## src/hdl/rafw_pkg.sv

```systemverilog
/*
  codes, field positions, timing, register map and carriers.
  assumes a 10 MHz clock and a byte deframer.
*/
package rafw_pkg;

  // ----------------------------------------------------------------
  // command, flag and error codes
  // ----------------------------------------------------------------
  localparam logic [7:0] CMD_WR_AFI = 8'h27;
  localparam logic [7:0] CMD_LK_AFI = 8'h28;
  localparam logic [7:0] CMD_WR_DSF = 8'h29;
  localparam logic [7:0] CMD_LK_DSF = 8'h2a;
  localparam logic [7:0] ERR_RELOCK = 8'h11;
  localparam logic [7:0] ERR_LOCKED = 8'h12;
  localparam logic [7:0] ERR_PROG   = 8'h13;
  localparam logic [7:0] ERR_LOCK   = 8'h14;
  localparam logic [7:0] RSP_OK     = 8'h00;
  localparam logic [7:0] RSP_ERR    = 8'h01;
  localparam int         FLG_ADDR   = 5;
  localparam int         FLG_OPT    = 6;

  // ----------------------------------------------------------------
  // request layout, byte counts including the two crc bytes
  // ----------------------------------------------------------------
  localparam logic [3:0] BI_FLAGS = 4'd0;
  localparam logic [3:0] BI_CMD   = 4'd1;
  localparam logic [3:0] BI_UID0  = 4'd2;
  localparam logic [3:0] LEN_BASE = 4'd4;
  localparam logic [3:0] LEN_UID  = 4'd8;
  localparam logic [3:0] LEN_VAL  = 4'd1;

  // ----------------------------------------------------------------
  // program cycle timing
  // ----------------------------------------------------------------
  localparam int CLK_NS    = 100;
  localparam int NOMINAL_REPLY_DELAY_NS  = 320_900;
  localparam int SLOT_NS   = 302_000;
  localparam int SLOT_N    = 18;
  localparam int WT_NS     = NOMINAL_REPLY_DELAY_NS + SLOT_N * SLOT_NS;
  localparam int WT_CYC    = WT_NS / CLK_NS;
  typedef logic [16:0] rafw_tmr_t;

  // ----------------------------------------------------------------
  // register map and fields
  // ----------------------------------------------------------------
  localparam logic [7:0] ADDR_CTRL   = 8'h00;
  localparam logic [7:0] ADDR_STATUS = 8'h04;
  localparam logic [7:0] ADDR_MASK   = 8'h08;
  localparam logic [7:0] ADDR_IDVAL  = 8'h0c;
  localparam int         CTRL_WIP    = 0;
  localparam int         EV_OK       = 0;
  localparam int         EV_ERR      = 1;
  localparam int         ID_AFI_LSB  = 0;
  localparam int         ID_DSF_LSB  = 8;
  localparam int         ID_AFI_LK   = 16;
  localparam int         ID_DSF_LK   = 17;
  localparam int         ID_BUSY     = 18;
  localparam logic [1:0] RESP_OKAY   = 2'b00;
  localparam logic [1:0] RESP_SLVERR = 2'b10;

  // ----------------------------------------------------------------
  // types
  // ----------------------------------------------------------------
  typedef enum {ST_IDLE, ST_RX, ST_PROG, ST_OPT_EOF, ST_RESP, ST_TXWAIT} rafw_state_e;

  typedef struct packed {
    logic       sof;
    logic       vld;
    logic [7:0] data;
    logic       eof;
    logic       crc_ok;
  } rafw_rx_s;

  typedef struct packed {
    logic       vld;
    logic [7:0] data;
    logic       last;
  } rafw_tx_s;

endpackage : rafw_pkg

```

## src/hdl/rafw_top.sv

```systemverilog
/*
  identifier write / lock handler with timed cycle, status pin, AXI4-Lite.
  assumes a crc-checking deframer and a crc-adding transmitter on aclk.
*/
`timescale 1ns/1ps
module rafw_top #(
  parameter int WT_CYCLES = rafw_pkg::WT_CYC
) (
  // clock and reset
  input  wire logic               aclk,
  input  wire logic               aresetn,
  // axi4-lite slave
  input  wire logic [7:0]         s_axi_awaddr,
  input  wire logic               s_axi_awvalid,
  output logic                    s_axi_awready,
  input  wire logic [31:0]        s_axi_wdata,
  input  wire logic [3:0]         s_axi_wstrb,
  input  wire logic               s_axi_wvalid,
  output logic                    s_axi_wready,
  output logic [1:0]              s_axi_bresp,
  output logic                    s_axi_bvalid,
  input  wire logic               s_axi_bready,
  input  wire logic [7:0]         s_axi_araddr,
  input  wire logic               s_axi_arvalid,
  output logic                    s_axi_arready,
  output logic [31:0]             s_axi_rdata,
  output logic [1:0]              s_axi_rresp,
  output logic                    s_axi_rvalid,
  input  wire logic               s_axi_rready,
  // request bytes from the deframer
  input  wire rafw_pkg::rafw_rx_s rx,
  input  wire logic [63:0]        own_uid,
  // answer bytes to the transmitter
  output rafw_pkg::rafw_tx_s      tx,
  input  wire logic               tx_ready,
  input  wire logic               tx_done,
  // nonvolatile cell outcome at end of cycle
  input  wire logic               nvm_fault,
  // status pin, open drain, and interrupt
  output logic                    rf_activity_status_pin_o,
  output logic                    rf_activity_status_pin_oe,
  output logic                    irq
);

  // ----------------------------------------------------------------
  // decoding helpers
  // ----------------------------------------------------------------
  function automatic logic is_write(input logic [7:0] c);
    is_write = (c == rafw_pkg::CMD_WR_AFI) || (c == rafw_pkg::CMD_WR_DSF);
  endfunction : is_write

  function automatic logic is_ours(input logic [7:0] c);
    is_ours = is_write(c) || (c == rafw_pkg::CMD_LK_AFI) || (c == rafw_pkg::CMD_LK_DSF);
  endfunction : is_ours

  // ----------------------------------------------------------------
  // state
  // ----------------------------------------------------------------
  rafw_pkg::rafw_state_e st_q;
  rafw_pkg::rafw_tmr_t   tmr_q;
  logic [3:0]            cnt_q;
  logic [7:0]            flags_q, cmd_q, val_q, err_q;
  logic [63:0]           uid_q;
  logic                  is_err_q, hdr_sent_q;
  logic [7:0]            afi_q, dsf_q;
  logic                  afi_lk_q, dsf_lk_q;
  logic                  mode_wip_q;
  logic [1:0]            status_q, mask_q;

  // ----------------------------------------------------------------
  // request check at eof
  // ----------------------------------------------------------------
  wire       addr_mode = flags_q[rafw_pkg::FLG_ADDR];
  wire       opt_mode  = flags_q[rafw_pkg::FLG_OPT];
  wire       tgt_dsf   = (cmd_q == rafw_pkg::CMD_WR_DSF) || (cmd_q == rafw_pkg::CMD_LK_DSF);
  wire       cmd_wr    = is_write(cmd_q);
  wire [3:0] val_idx   = addr_mode ? rafw_pkg::BI_UID0 + rafw_pkg::LEN_UID : rafw_pkg::BI_UID0;
  wire [3:0] exp_len   = rafw_pkg::LEN_BASE + (addr_mode ? rafw_pkg::LEN_UID : 4'd0)
                         + (cmd_wr ? rafw_pkg::LEN_VAL : 4'd0);
  wire       req_ok    = rx.crc_ok && (cnt_q == exp_len) && (!addr_mode || uid_q == own_uid);
  wire       tgt_lk    = tgt_dsf ? dsf_lk_q : afi_lk_q;
  wire       cyc_end   = (tmr_q == '0);
  wire       commit    = (st_q == rafw_pkg::ST_PROG) && cyc_end && !nvm_fault;
  wire       pre_err   = (st_q == rafw_pkg::ST_RX) && rx.eof && req_ok && tgt_lk;
  wire       prog_err  = (st_q == rafw_pkg::ST_PROG) && cyc_end && nvm_fault;
  wire       tx_take   = tx.vld && tx_ready;

  // ----------------------------------------------------------------
  // command sequencer
  // ----------------------------------------------------------------
  always_ff @(posedge aclk) begin
    if (!aresetn) begin
      st_q <= rafw_pkg::ST_IDLE;
      tmr_q <= '0;
      cnt_q <= '0;
    end else begin
      unique case (st_q)
        rafw_pkg::ST_IDLE: if (rx.sof) begin
          st_q <= rafw_pkg::ST_RX;
          cnt_q <= '0;
        end
        rafw_pkg::ST_RX: begin
          if (rx.sof) begin
            cnt_q <= '0;
          end else if (rx.vld) begin
            cnt_q <= (cnt_q == 4'hf) ? cnt_q : cnt_q + 4'd1;
            // foreign commands are left to their own handlers
            if (cnt_q == rafw_pkg::BI_CMD && !is_ours(rx.data)) st_q <= rafw_pkg::ST_IDLE;
          end else if (rx.eof) begin
            if (!req_ok) st_q <= rafw_pkg::ST_IDLE;
            else if (tgt_lk) st_q <= rafw_pkg::ST_RESP;
            else begin
              st_q <= rafw_pkg::ST_PROG;
              tmr_q <= rafw_pkg::rafw_tmr_t'(WT_CYCLES - 1);
            end
          end
        end
        rafw_pkg::ST_PROG: begin
          if (!cyc_end) tmr_q <= tmr_q - 1'b1;
          else st_q <= opt_mode ? rafw_pkg::ST_OPT_EOF : rafw_pkg::ST_RESP;
        end
        rafw_pkg::ST_OPT_EOF: if (rx.eof) st_q <= rafw_pkg::ST_RESP;
        rafw_pkg::ST_RESP: if (tx_take && tx.last) st_q <= rafw_pkg::ST_TXWAIT;
        rafw_pkg::ST_TXWAIT: if (tx_done) st_q <= rafw_pkg::ST_IDLE;
      endcase
    end
  end

  // ----------------------------------------------------------------
  // request field capture
  // ----------------------------------------------------------------
  always_ff @(posedge aclk) begin
    if (!aresetn) begin
      flags_q <= '0;
      cmd_q <= '0;
      val_q <= '0;
      uid_q <= '0;
    end else if (st_q == rafw_pkg::ST_RX && rx.vld && !rx.sof) begin
      if (cnt_q == rafw_pkg::BI_FLAGS) flags_q <= rx.data;
      if (cnt_q == rafw_pkg::BI_CMD) cmd_q <= rx.data;
      if (addr_mode && cnt_q >= rafw_pkg::BI_UID0 && cnt_q < val_idx) uid_q <= {rx.data, uid_q[63:8]};
      if (cmd_wr && cnt_q == val_idx) val_q <= rx.data;
    end
  end

  // ----------------------------------------------------------------
  // outcome and stored identifiers
  // ----------------------------------------------------------------
  always_ff @(posedge aclk) begin
    if (!aresetn) begin
      is_err_q <= 1'b0;
      err_q <= '0;
    end else if (pre_err) begin
      is_err_q <= 1'b1;
      err_q <= cmd_wr ? rafw_pkg::ERR_LOCKED : rafw_pkg::ERR_RELOCK;
    end else if (prog_err) begin
      is_err_q <= 1'b1;
      err_q <= cmd_wr ? rafw_pkg::ERR_PROG : rafw_pkg::ERR_LOCK;
    end else if (st_q == rafw_pkg::ST_RX && rx.eof) begin
      is_err_q <= 1'b0;
    end
  end

  // values change only after a clean cycle, so a failed cycle keeps the old ones
  always_ff @(posedge aclk) begin
    if (!aresetn) begin
      afi_q <= '0;
      dsf_q <= '0;
      afi_lk_q <= 1'b0;
      dsf_lk_q <= 1'b0;
    end else if (commit) begin
      if (cmd_q == rafw_pkg::CMD_WR_AFI) afi_q <= val_q;
      if (cmd_q == rafw_pkg::CMD_LK_AFI) afi_lk_q <= 1'b1;
      if (cmd_q == rafw_pkg::CMD_WR_DSF) dsf_q <= val_q;
      if (cmd_q == rafw_pkg::CMD_LK_DSF) dsf_lk_q <= 1'b1;
    end
  end

  // ----------------------------------------------------------------
  // answer bytes: flags, then the code only on error
  // ----------------------------------------------------------------
  always_ff @(posedge aclk) begin
    if (!aresetn) begin
      tx <= '0;
      hdr_sent_q <= 1'b0;
    end else if (st_q != rafw_pkg::ST_RESP) begin
      tx <= '0;
      hdr_sent_q <= 1'b0;
    end else if (!tx.vld) begin
      if (!hdr_sent_q) begin
        tx.vld <= 1'b1;
        tx.data <= is_err_q ? rafw_pkg::RSP_ERR : rafw_pkg::RSP_OK;
        tx.last <= !is_err_q;
      end
    end else if (tx_ready) begin
      hdr_sent_q <= 1'b1;
      tx.vld <= !tx.last;
      tx.data <= err_q;
      tx.last <= 1'b1;
    end
  end

  // ----------------------------------------------------------------
  // status pin, open drain: only low or released
  // ----------------------------------------------------------------
  wire busy_win = (st_q != rafw_pkg::ST_IDLE);
  wire wip_win  = (st_q == rafw_pkg::ST_PROG) || (st_q == rafw_pkg::ST_OPT_EOF);
  always_ff @(posedge aclk) begin
    if (!aresetn) begin
      rf_activity_status_pin_o <= 1'b0;
      rf_activity_status_pin_oe <= 1'b0;
    end else begin
      rf_activity_status_pin_o <= 1'b0;
      rf_activity_status_pin_oe <= mode_wip_q ? wip_win : busy_win;
    end
  end

  // ----------------------------------------------------------------
  // axi4-lite write channel
  // ----------------------------------------------------------------
  logic       aw_full_q, w_full_q;
  logic [7:0] aw_addr_q;
  logic [31:0] w_data_q;
  logic [3:0] w_strb_q;
  wire        aw_hs    = s_axi_awvalid && s_axi_awready;
  wire        w_hs     = s_axi_wvalid && s_axi_wready;
  wire        b_hs     = s_axi_bvalid && s_axi_bready;
  wire        wr_fire  = aw_full_q && w_full_q && !s_axi_bvalid;
  wire        wr_map   = aw_addr_q == rafw_pkg::ADDR_CTRL || aw_addr_q == rafw_pkg::ADDR_STATUS
                         || aw_addr_q == rafw_pkg::ADDR_MASK || aw_addr_q == rafw_pkg::ADDR_IDVAL;
  wire        wr_lane0 = wr_fire && w_strb_q[0];
  wire        aw_full_d = (aw_full_q || aw_hs) && !wr_fire;
  wire        w_full_d  = (w_full_q || w_hs) && !wr_fire;
  wire        bvalid_d  = (s_axi_bvalid && !b_hs) || wr_fire;

  // address and data taken in either order, answer once both are held
  always_ff @(posedge aclk) begin
    if (!aresetn) begin
      aw_full_q <= 1'b0;
      w_full_q <= 1'b0;
      aw_addr_q <= '0;
      w_data_q <= '0;
      w_strb_q <= '0;
      s_axi_awready <= 1'b0;
      s_axi_wready <= 1'b0;
      s_axi_bvalid <= 1'b0;
      s_axi_bresp <= rafw_pkg::RESP_OKAY;
    end else begin
      if (aw_hs) aw_addr_q <= s_axi_awaddr;
      if (w_hs) w_data_q <= s_axi_wdata;
      if (w_hs) w_strb_q <= s_axi_wstrb;
      aw_full_q <= aw_full_d;
      w_full_q <= w_full_d;
      s_axi_awready <= !aw_full_d && !bvalid_d;
      s_axi_wready <= !w_full_d && !bvalid_d;
      s_axi_bvalid <= bvalid_d;
      if (wr_fire) s_axi_bresp <= wr_map ? rafw_pkg::RESP_OKAY : rafw_pkg::RESP_SLVERR;
    end
  end

  // ----------------------------------------------------------------
  // control, event and mask registers
  // ----------------------------------------------------------------
  wire [1:0] ev_set = {pre_err || prog_err, commit};
  wire [1:0] ev_clr = (wr_lane0 && aw_addr_q == rafw_pkg::ADDR_STATUS) ? w_data_q[1:0] : 2'b00;
  always_ff @(posedge aclk) begin
    if (!aresetn) begin
      mode_wip_q <= 1'b0;
      mask_q <= '0;
      status_q <= '0;
      irq <= 1'b0;
    end else begin
      if (wr_lane0 && aw_addr_q == rafw_pkg::ADDR_CTRL) mode_wip_q <= w_data_q[rafw_pkg::CTRL_WIP];
      if (wr_lane0 && aw_addr_q == rafw_pkg::ADDR_MASK) mask_q <= w_data_q[1:0];
      // a new event beats a clear in the same cycle
      status_q <= (status_q & ~ev_clr) | ev_set;
      irq <= |(((status_q & ~ev_clr) | ev_set) & mask_q);
    end
  end

  // ----------------------------------------------------------------
  // axi4-lite read channel
  // ----------------------------------------------------------------
  logic [31:0] rd_word;
  logic        rd_map;
  always_comb begin
    rd_word = '0;
    rd_map = 1'b1;
    unique case (s_axi_araddr)
      rafw_pkg::ADDR_CTRL:   rd_word[rafw_pkg::CTRL_WIP] = mode_wip_q;
      rafw_pkg::ADDR_STATUS: rd_word[1:0] = status_q;
      rafw_pkg::ADDR_MASK:   rd_word[1:0] = mask_q;
      rafw_pkg::ADDR_IDVAL: begin
        rd_word[rafw_pkg::ID_AFI_LSB +: 8] = afi_q;
        rd_word[rafw_pkg::ID_DSF_LSB +: 8] = dsf_q;
        rd_word[rafw_pkg::ID_AFI_LK] = afi_lk_q;
        rd_word[rafw_pkg::ID_DSF_LK] = dsf_lk_q;
        rd_word[rafw_pkg::ID_BUSY] = busy_win;
      end
      default: rd_map = 1'b0;
    endcase
  end

  // one read in flight; arready drops while the data waits
  always_ff @(posedge aclk) begin
    if (!aresetn) begin
      s_axi_arready <= 1'b0;
      s_axi_rvalid <= 1'b0;
      s_axi_rdata <= '0;
      s_axi_rresp <= rafw_pkg::RESP_OKAY;
    end else if (s_axi_arvalid && s_axi_arready) begin
      s_axi_arready <= 1'b0;
      s_axi_rvalid <= 1'b1;
      s_axi_rdata <= rd_word;
      s_axi_rresp <= rd_map ? rafw_pkg::RESP_OKAY : rafw_pkg::RESP_SLVERR;
    end else if (s_axi_rvalid) begin
      if (s_axi_rready) s_axi_rvalid <= 1'b0;
    end else begin
      s_axi_arready <= 1'b1;
    end
  end

endmodule : rafw_top

```

## config.mk

```make
export PLATFORM = sky130hd
export DESIGN_NAME = rafw_top
export DESIGN_NICKNAME = d
export VERILOG_FILES = /design/src/hdl/rafw_pkg.sv /design/src/hdl/rafw_top.sv
export SDC_FILE = /design/constraint.sdc
export NUM_CORES = 1
export LEC_CHECK = 0
export ABC_AREA = 1
export BUFFER_PORTS_ARGS = -buffer_cell sky130_fd_sc_hd__clkbuf_2
export CAP_MARGIN = 20
export CORE_UTILIZATION = 25
export CTS_BUF_LIST = sky130_fd_sc_hd__clkbuf_8
export DETAILED_ROUTE_END_ITERATION = 7
export PLACE_DENSITY = 0.46
export SLEW_MARGIN = 25
export SYNTH_ARGS = -nofsm -noshare
export SYNTH_HDL_FRONTEND = slang
export SYNTH_SLANG_ARGS = --single-unit
```

## constraint.sdc

```tcl
create_clock -name aclk -period 1.93 [get_ports aclk]
set_clock_uncertainty 0.15 [all_clocks]
set_input_delay 0.0965 -clock aclk [delete_from_list [all_inputs] [get_ports aclk]]
set_output_delay 0.0965 -clock aclk [all_outputs]
set_load 0.01 [all_outputs]
```

==> impl_metrics.py, run 1 <==
metrics = {
    "detailed_routing": {
        "routed_via_density": 4.34,
        "drt_first_pass_iters": 5,
        "drtAntennaViolNets": 0,
        "vias": 9047,
        "wl_per_cell_um": 13.3,
        "drc": 0,
        "drtIter0Drc": 380,
        "wl_um": 27700,
    },
    "synthesis": {
        "ys_ff_latch": 182,
        "yosysSeqAreaShare_pct": 41.4,
        "yosysWarnings": 0,
        "synth_cells": 1291,
        "yosysUniqueCellTypes": 40,
        "postSynthAreaPerCell_sq_um": 6.81,
        "synth_area_sq_mm": 0.00880,
    },
    "setup_path": {
        "path_max_fanout": 7,
        "start_kind": "flop",
        "crit-reg2reg-launch": "cmd_q[5]",
        "critPathArrivalTime_ps": 2320,
        "worst-setup-path-type": "reg -> reg",
        "cp-end-kind": "flop",
        "critPathLaunch": "cmd_q[5]",
        "required_ps": 2200,
    },
    "timing": {
        "hold_viol_final": 0,
        "tns_ps": -1970,
        "timing.hold.ws_ps": 90.4,
        "report.final.slew_viol_count": 0,
        "worst_pin_slew_ps": 660,
        "slew_headroom_pct": 56.0,
        "rsz0062_at_grt": "yes",
        "setup_viol": 25,
        "layout_min_cycle_time_ps": 2050,
        "finalCritPeriodShare_pct": 106,
        "postLayoutSetupSlackWorst_ps": -122,
        "fmaxAchievable_ghz": 0.487,
    },
    "place": {
        "dpl.cell_count": 1983,
        "port_buffers": 138,
        "place_congestion": 0.785,
        "hpwlAfterDp_um": 19300,
    },
    "floorplanning": {
        "die_y_um": 190,
        "boundaryPins": 192,
        "start_util_pct": 25.5,
        "rows": 68,
        "core-area_sq_mm": 0.0345,
        "die_w_um": 190,
        "dieArea_sq_mm": 0.0359,
    },
    "finish": {
        "fill_cells": 3752,
        "drive_gt1_share_pct": 31.1,
        "layout_commonest_cell": "nand2_1",
        "multi_input_area_sq_mm": 0.00467,
        "syn2layout_area_growth_pct": 43.6,
        "nets": 1763,
        "diodes": 0,
        "final_cells": 2084,
        "most-common-layout-cells": "nand2_1 (227), nor2_1 (193), dfxtp_1 (153)",
        "seqCellArea_sq_mm": 0.00368,
    },
    "pwr": {
        "p_leak_nw": 5.93,
        "ir_drop_mv": 0.415,
        "p_per_area_mw_per_mm2": 607,
    },
    "global_routing": {
        "grt_max_degree": 64,
        "grt_pass1_wl_um": 43000,
        "grt_use_total_pct": 15.2,
        "globalRouteOverflowTotal": 0,
        "grt_pass1_vias": 8354,
        "antenna_found_initial": 0,
    },
    "flow_run": {
        "maxCapViolations": 0,
    },
    "worst_hold_path": {
        "min_path_type": "in -> reg",
        "hp-start": "tx_done",
    },
    "clock_tree": {
        "cts_num_sinks": 182,
        "cts.clk_slew.worst_paths_ps": 100,
        "cts-root-buf": "clkbuf_8",
        "htreeDepth": 4,
        "cts_tree": "done",
        "clk_latency_ps": 490,
        "cts_buffers": 17,
        "cts_max_path_buffers": 2,
    },
    "run_status": {
        "violations": "negative setup slack",
        "outcome": "finished, violations left",
    },
}
layer usage:
layer	track usage (%)	routed length (um)	vias to the layer above	share of wire, %
li1	-	-	4736	-
met1	19.5	12900	4145	47
met2	25.9	13400	144	49
met3	2.75	948	22	3.4
met4	4.31	359	0	1.3
met5	0	0	-	0
flip-flops by register name (all words and copies together), names as in the netlist, 2 cells and up:
register / cells
afi_q: 8
tmr_q: 17
uid_q: 64
mask_q: 2
cmd_q: 8
tx: 6
w_data_q: 2
st_q: 3
aw_addr_q: 8
cnt_q: 4
val_q: 8
err_q: 4
dsf_q: 8
s_axi_rdata: 19
status_q: 2
flags_q: 2
power breakdown:
| group | internal (mW) | switching [mW] | total (mW) | leakage [nW] |
|---|---|---|---|---|
| clock | 1.39 | 1.50 | 2.89 | 0.216 |
| combinational | 0.404 | 0.526 | 0.931 | 4.23 |
| sequential | 3.81 | 0.0379 | 3.85 | 1.48 |
| total | 5.60 | 2.07 | 7.67 | 5.93 |
cell type report:
class,instances,area share [%]
clock buffer,20,2.18
sequential,182,29.1
multi-input combinational,898,37.0
clock inverter,11,1.19
timing repair buffer,351,21.0
inverter,167,5.00
tap,455,4.51
kinds of logic (layout without fill, tap and decap cells):
kind of cell,count (synthesis),count (layout),synth area share [%]
AOI/OAI and AO/OA,272,272,16.2
DFF,182,182,41.4
and+or+nand+nor,579,579,28.3
other,1,20,0.0426
xor gates and xnor gates,19,19,1.89
buffers and inverters,230,549,11.0
adders and majority gates,8,8,1.14
path summary, 6_finish.rpt:
check | end | slack, ps | cells past startpoint
min | st_q[0] | 90 | 5
max | tmr_q[12] | -120 | 14
max reg2reg | tmr_q[12] | -120 | 14
min reg2reg | s_axi_wready | 300 | 1
synth_stat cells, drive strengths merged:
master  instances  area share, %
buf            33            2.6
or2             5           0.36
inv           166            7.1
nor3           18            1.2
a211oi          3           0.26
a21o            1          0.085
conb            1          0.043
o311ai          1           0.18
nor4            9           0.71
clkinv          1          0.043
xor2           14            1.4
xnor2           5           0.50
nor3b           5           0.43
dfxtp         182             41
o21ai         130            7.4
nand4          11            1.0
o31ai           1          0.085
nor2          209            9.2
nand3          60            3.5
nand2         259             12
a221oi          1           0.10
a21oi         135            8.1
nand3b          3           0.26
clkbuf         30            1.3
ha              8            1.1
critical path: stages (launching register included):
cell and delay, ps:
dfxtp_2 330, inv_2 30, nor2_1 70, nand2_1 100
nor3_2 210, nand2_2 110, nand2_4 90, nand2_2 60
o21ai_4 80, buf_6 140, nand4_4 120, nand2_4 140
clkbuf_16 180, nand2_2 60, a21oi_2 100
per-stage QoR:
stage | area [sq um] | setup slack (ps) | power [mW] | util, %
final | 12600 | -122 | 7.67 | 36.6
after global placement | 10900 | -313 | 4.72 | 31.7
after detailed placement | 10900 | -333 | 4.73 | 31.7
after global routing | 12600 | -250 | 8.07 | 36.6
after CTS | 12100 | -123 | 7.74 | 34.9
after floorplan | 8880 | -27.1 | 4.38 | -
repair_timing:
item	CTS	global route
gates cloned	3	4
setup buffers	5	11
setup endpoints to repair	57	125
hold buffers	47	0
gates resized for setup	44	170
pin swaps	10	44
hold endpoints to repair	84	0
Note: power is estimated with default switching activity, not from simulation.
==> inputs of run 2 (changes only) <==
Settings changed: PLACE_DENSITY 0.46 to 0.51.
==> impl_metrics.py, run 2 (same netlist as run 1, synthesis figures left out) <==
metrics = {
    "detailed_routing": {
        "drc": 0,
        "drtIter0Drc": 392,
        "wl_um": 26200,
        "drt_first_pass_iters": 4,
        "routed_via_density": 4.32,
        "drtAntennaViolNets": 0,
        "wl_per_cell_um": 12.7,
        "vias": 8924,
    },
    "setup_path": {
        "critPathArrivalTime_ps": 2260,
        "worst-setup-path-type": "reg -> reg",
        "cp-end-kind": "flop",
        "required_ps": 2170,
        "cp_top_family": "simple AND/OR/NAND/NOR gates",
        "worst-r2r-setup-slack_ps": -90,
        "worst-path-buf-inv": 1,
        "timing.rr.end": "err_q[0]",
        "cp_slowest_stage_delay_ps": 360,
        "path_max_fanout": 3,
        "start_kind": "flop",
        "slowest_stage": "dfxtp_2",
        "crit_chain": "inv_2 -> nand2_1 -> nand2_1 -> nor2_1 -> nand2_1 -> nor2_2 -> nand2_2 -> nor2_2 -> nand2_2 -> nand2_4 -> nand4_4 -> ha_4 -> a21oi_2 -> nor2_1",
        "reg2reg_depth": 14,
        "crit_top_cell": "nand2_1",
        "crit-reg2reg-launch": "uid_q[58]",
    },
    "timing": {
        "layout_min_cycle_time_ps": 2020,
        "worst_pin_slew_ps": 618,
        "hold_viol_final": 0,
        "report.final.slew_viol_count": 0,
        "fmaxAchievable_ghz": 0.495,
        "rsz0062_at_grt": "yes",
        "slew_headroom_pct": 58.7,
        "finalCritPeriodShare_pct": 105,
        "postLayoutSetupSlackWorst_ps": -90.0,
        "setup_viol": 23,
    },
    "worst_hold_path": {
        "holdPathStages": 4,
        "hp-start": "s_axi_awvalid",
        "min_path_type": "in -> reg",
        "min_to": "aw_addr_q[0]",
    },
    "clock_tree": {
        "clk_latency_ps": 480,
        "cts_max_path_buffers": 2,
        "cts.clk_slew.worst_paths_ps": 100,
        "cts_tree": "done",
        "htreeDepth": 4,
        "cts_buffers": 17,
        "cts-root-buf": "clkbuf_8",
        "cts_num_sinks": 182,
    },
    "place": {
        "post-place-ws_ps": -357,
        "place_congestion": 0.839,
        "hpwlAfterDp_um": 19600,
        "dpl.cell_count": 1985,
        "port_buffers": 138,
    },
    "floorplanning": {
        "dieArea_sq_mm": 0.0359,
        "start_util_pct": 25.5,
        "die_y_um": 190,
        "core-area_sq_mm": 0.0345,
        "rows": 68,
        "die_w_um": 190,
        "boundaryPins": 192,
    },
    "finish": {
        "top_regs": "uid_q x64, s_axi_rdata x19, tmr_q x17",
        "diodes": 0,
        "final_util_pct": 35.6,
        "top_register": "uid_q",
        "drive_gt1_share_pct": 30.0,
        "layout_commonest_cell": "nand2_1",
        "nets": 1744,
        "largest_reg_flops": 64,
        "most-common-layout-cells": "nand2_1 (231), nor2_1 (185), dfxtp_1 (153)",
        "syn2layout_area_growth_pct": 39.9,
        "final_cells": 2066,
    },
    "pwr": {
        "p_per_area_mw_per_mm2": 623,
        "ir_drop_mv": 0.443,
        "p_leak_nw": 5.73,
        "p_total_mw": 7.66,
    },
    "run_status": {
        "outcome": "finished, violations left",
        "violations": "negative setup slack",
    },
    "global_routing": {
        "busiest_layer": "met2",
        "met3_usage_pct": 2.56,
        "grt_use_total_pct": 14.4,
        "globalRouteOverflowTotal": 0,
        "antenna_found_initial": 0,
        "grt_pass1_wl_um": 41200,
        "grtUsageMet2_pct": 25.1,
        "grt_max_degree": 55,
        "grt_pass1_vias": 8335,
        "use_met1_pct": 17.9,
    },
    "flow_run": {
        "maxCapViolations": 0,
    },
}
[run 2: cell count changes in the layout (fill, tap and decap cells not counted), sizes merged]
cell         delta
clkinv          +3
buf            -11
clkbuf          -1
clkinvlp        -2
bufbuf          -1
dlygate4sd3     -6
[run 2: what timing repair did]
item | 4_1_cts | 5_1_grt
hold buffers | 41 | 0
pin swaps | 13 | 31
gates cloned | 0 | 3
hold endpoints to repair | 85 | 0
setup endpoints to repair | 40 | 128
resized for setup | 39 | 136
setup buffers | 1 | 4
[run 2: stage by stage]
step           area (sq um)  TNS [ps]  hold WS [ps]
2_1_floorplan          8880     -27.1          94.7
3_3_place_gp          10900     -7280           204
3_5_place_dp          10900     -7630           219
4_1_cts               11900     -1970          14.8
5_1_grt               12300     -6690          66.0
6_report              12300     -1350          44.3
[run 2: per-layer routing]
metal,part of all wire [%],up-vias
met2,49,126
met5,0,-
met3,3.6,21
li1,-,4683
met1,46,4094
met4,1.5,0
[run 2: tightest hold or removal path: stages]
cell and delay (ps):
clkbuf_2 80, nand2_1 260, o21ai_0 130, nor2_1 80
[run 2: area by class of cell]
| cell class | instances | area [sq um] |
|---|---|---|
| fillers | 3717 | 22200 |
| multi-input cells | 898 | 4580 |
| flip-flops and latches | 182 | 3680 |
| repair buffers | 332 | 2400 |
| inverters | 167 | 639 |
| well taps | 455 | 569 |
| clock buffers | 20 | 275 |
| clock inverters | 12 | 166 |
[run 2: how the worst max path moves through the flow]
stage,startpoint,to,slack [ps],depth (start not counted)
final,uid_q[58],err_q[0],-90,14
after global routing,uid_q[58],tmr_q[4],-210,15
after CTS,uid_q[58],err_q[0],-110,14
after detailed placement,uid_q[50],err_q[0],-360,14
after global placement,uid_q[50],err_q[0],-330,14
after floorplan,cmd_q[1],err_q[0],-30,12
[run 2: where the power goes]
part,leakage [nW],switching (mW),internal [mW],total (mW)
registers,1.48,0.0433,3.81,3.86
logic,4.02,0.502,0.391,0.893
clock network,0.228,1.50,1.41,2.91
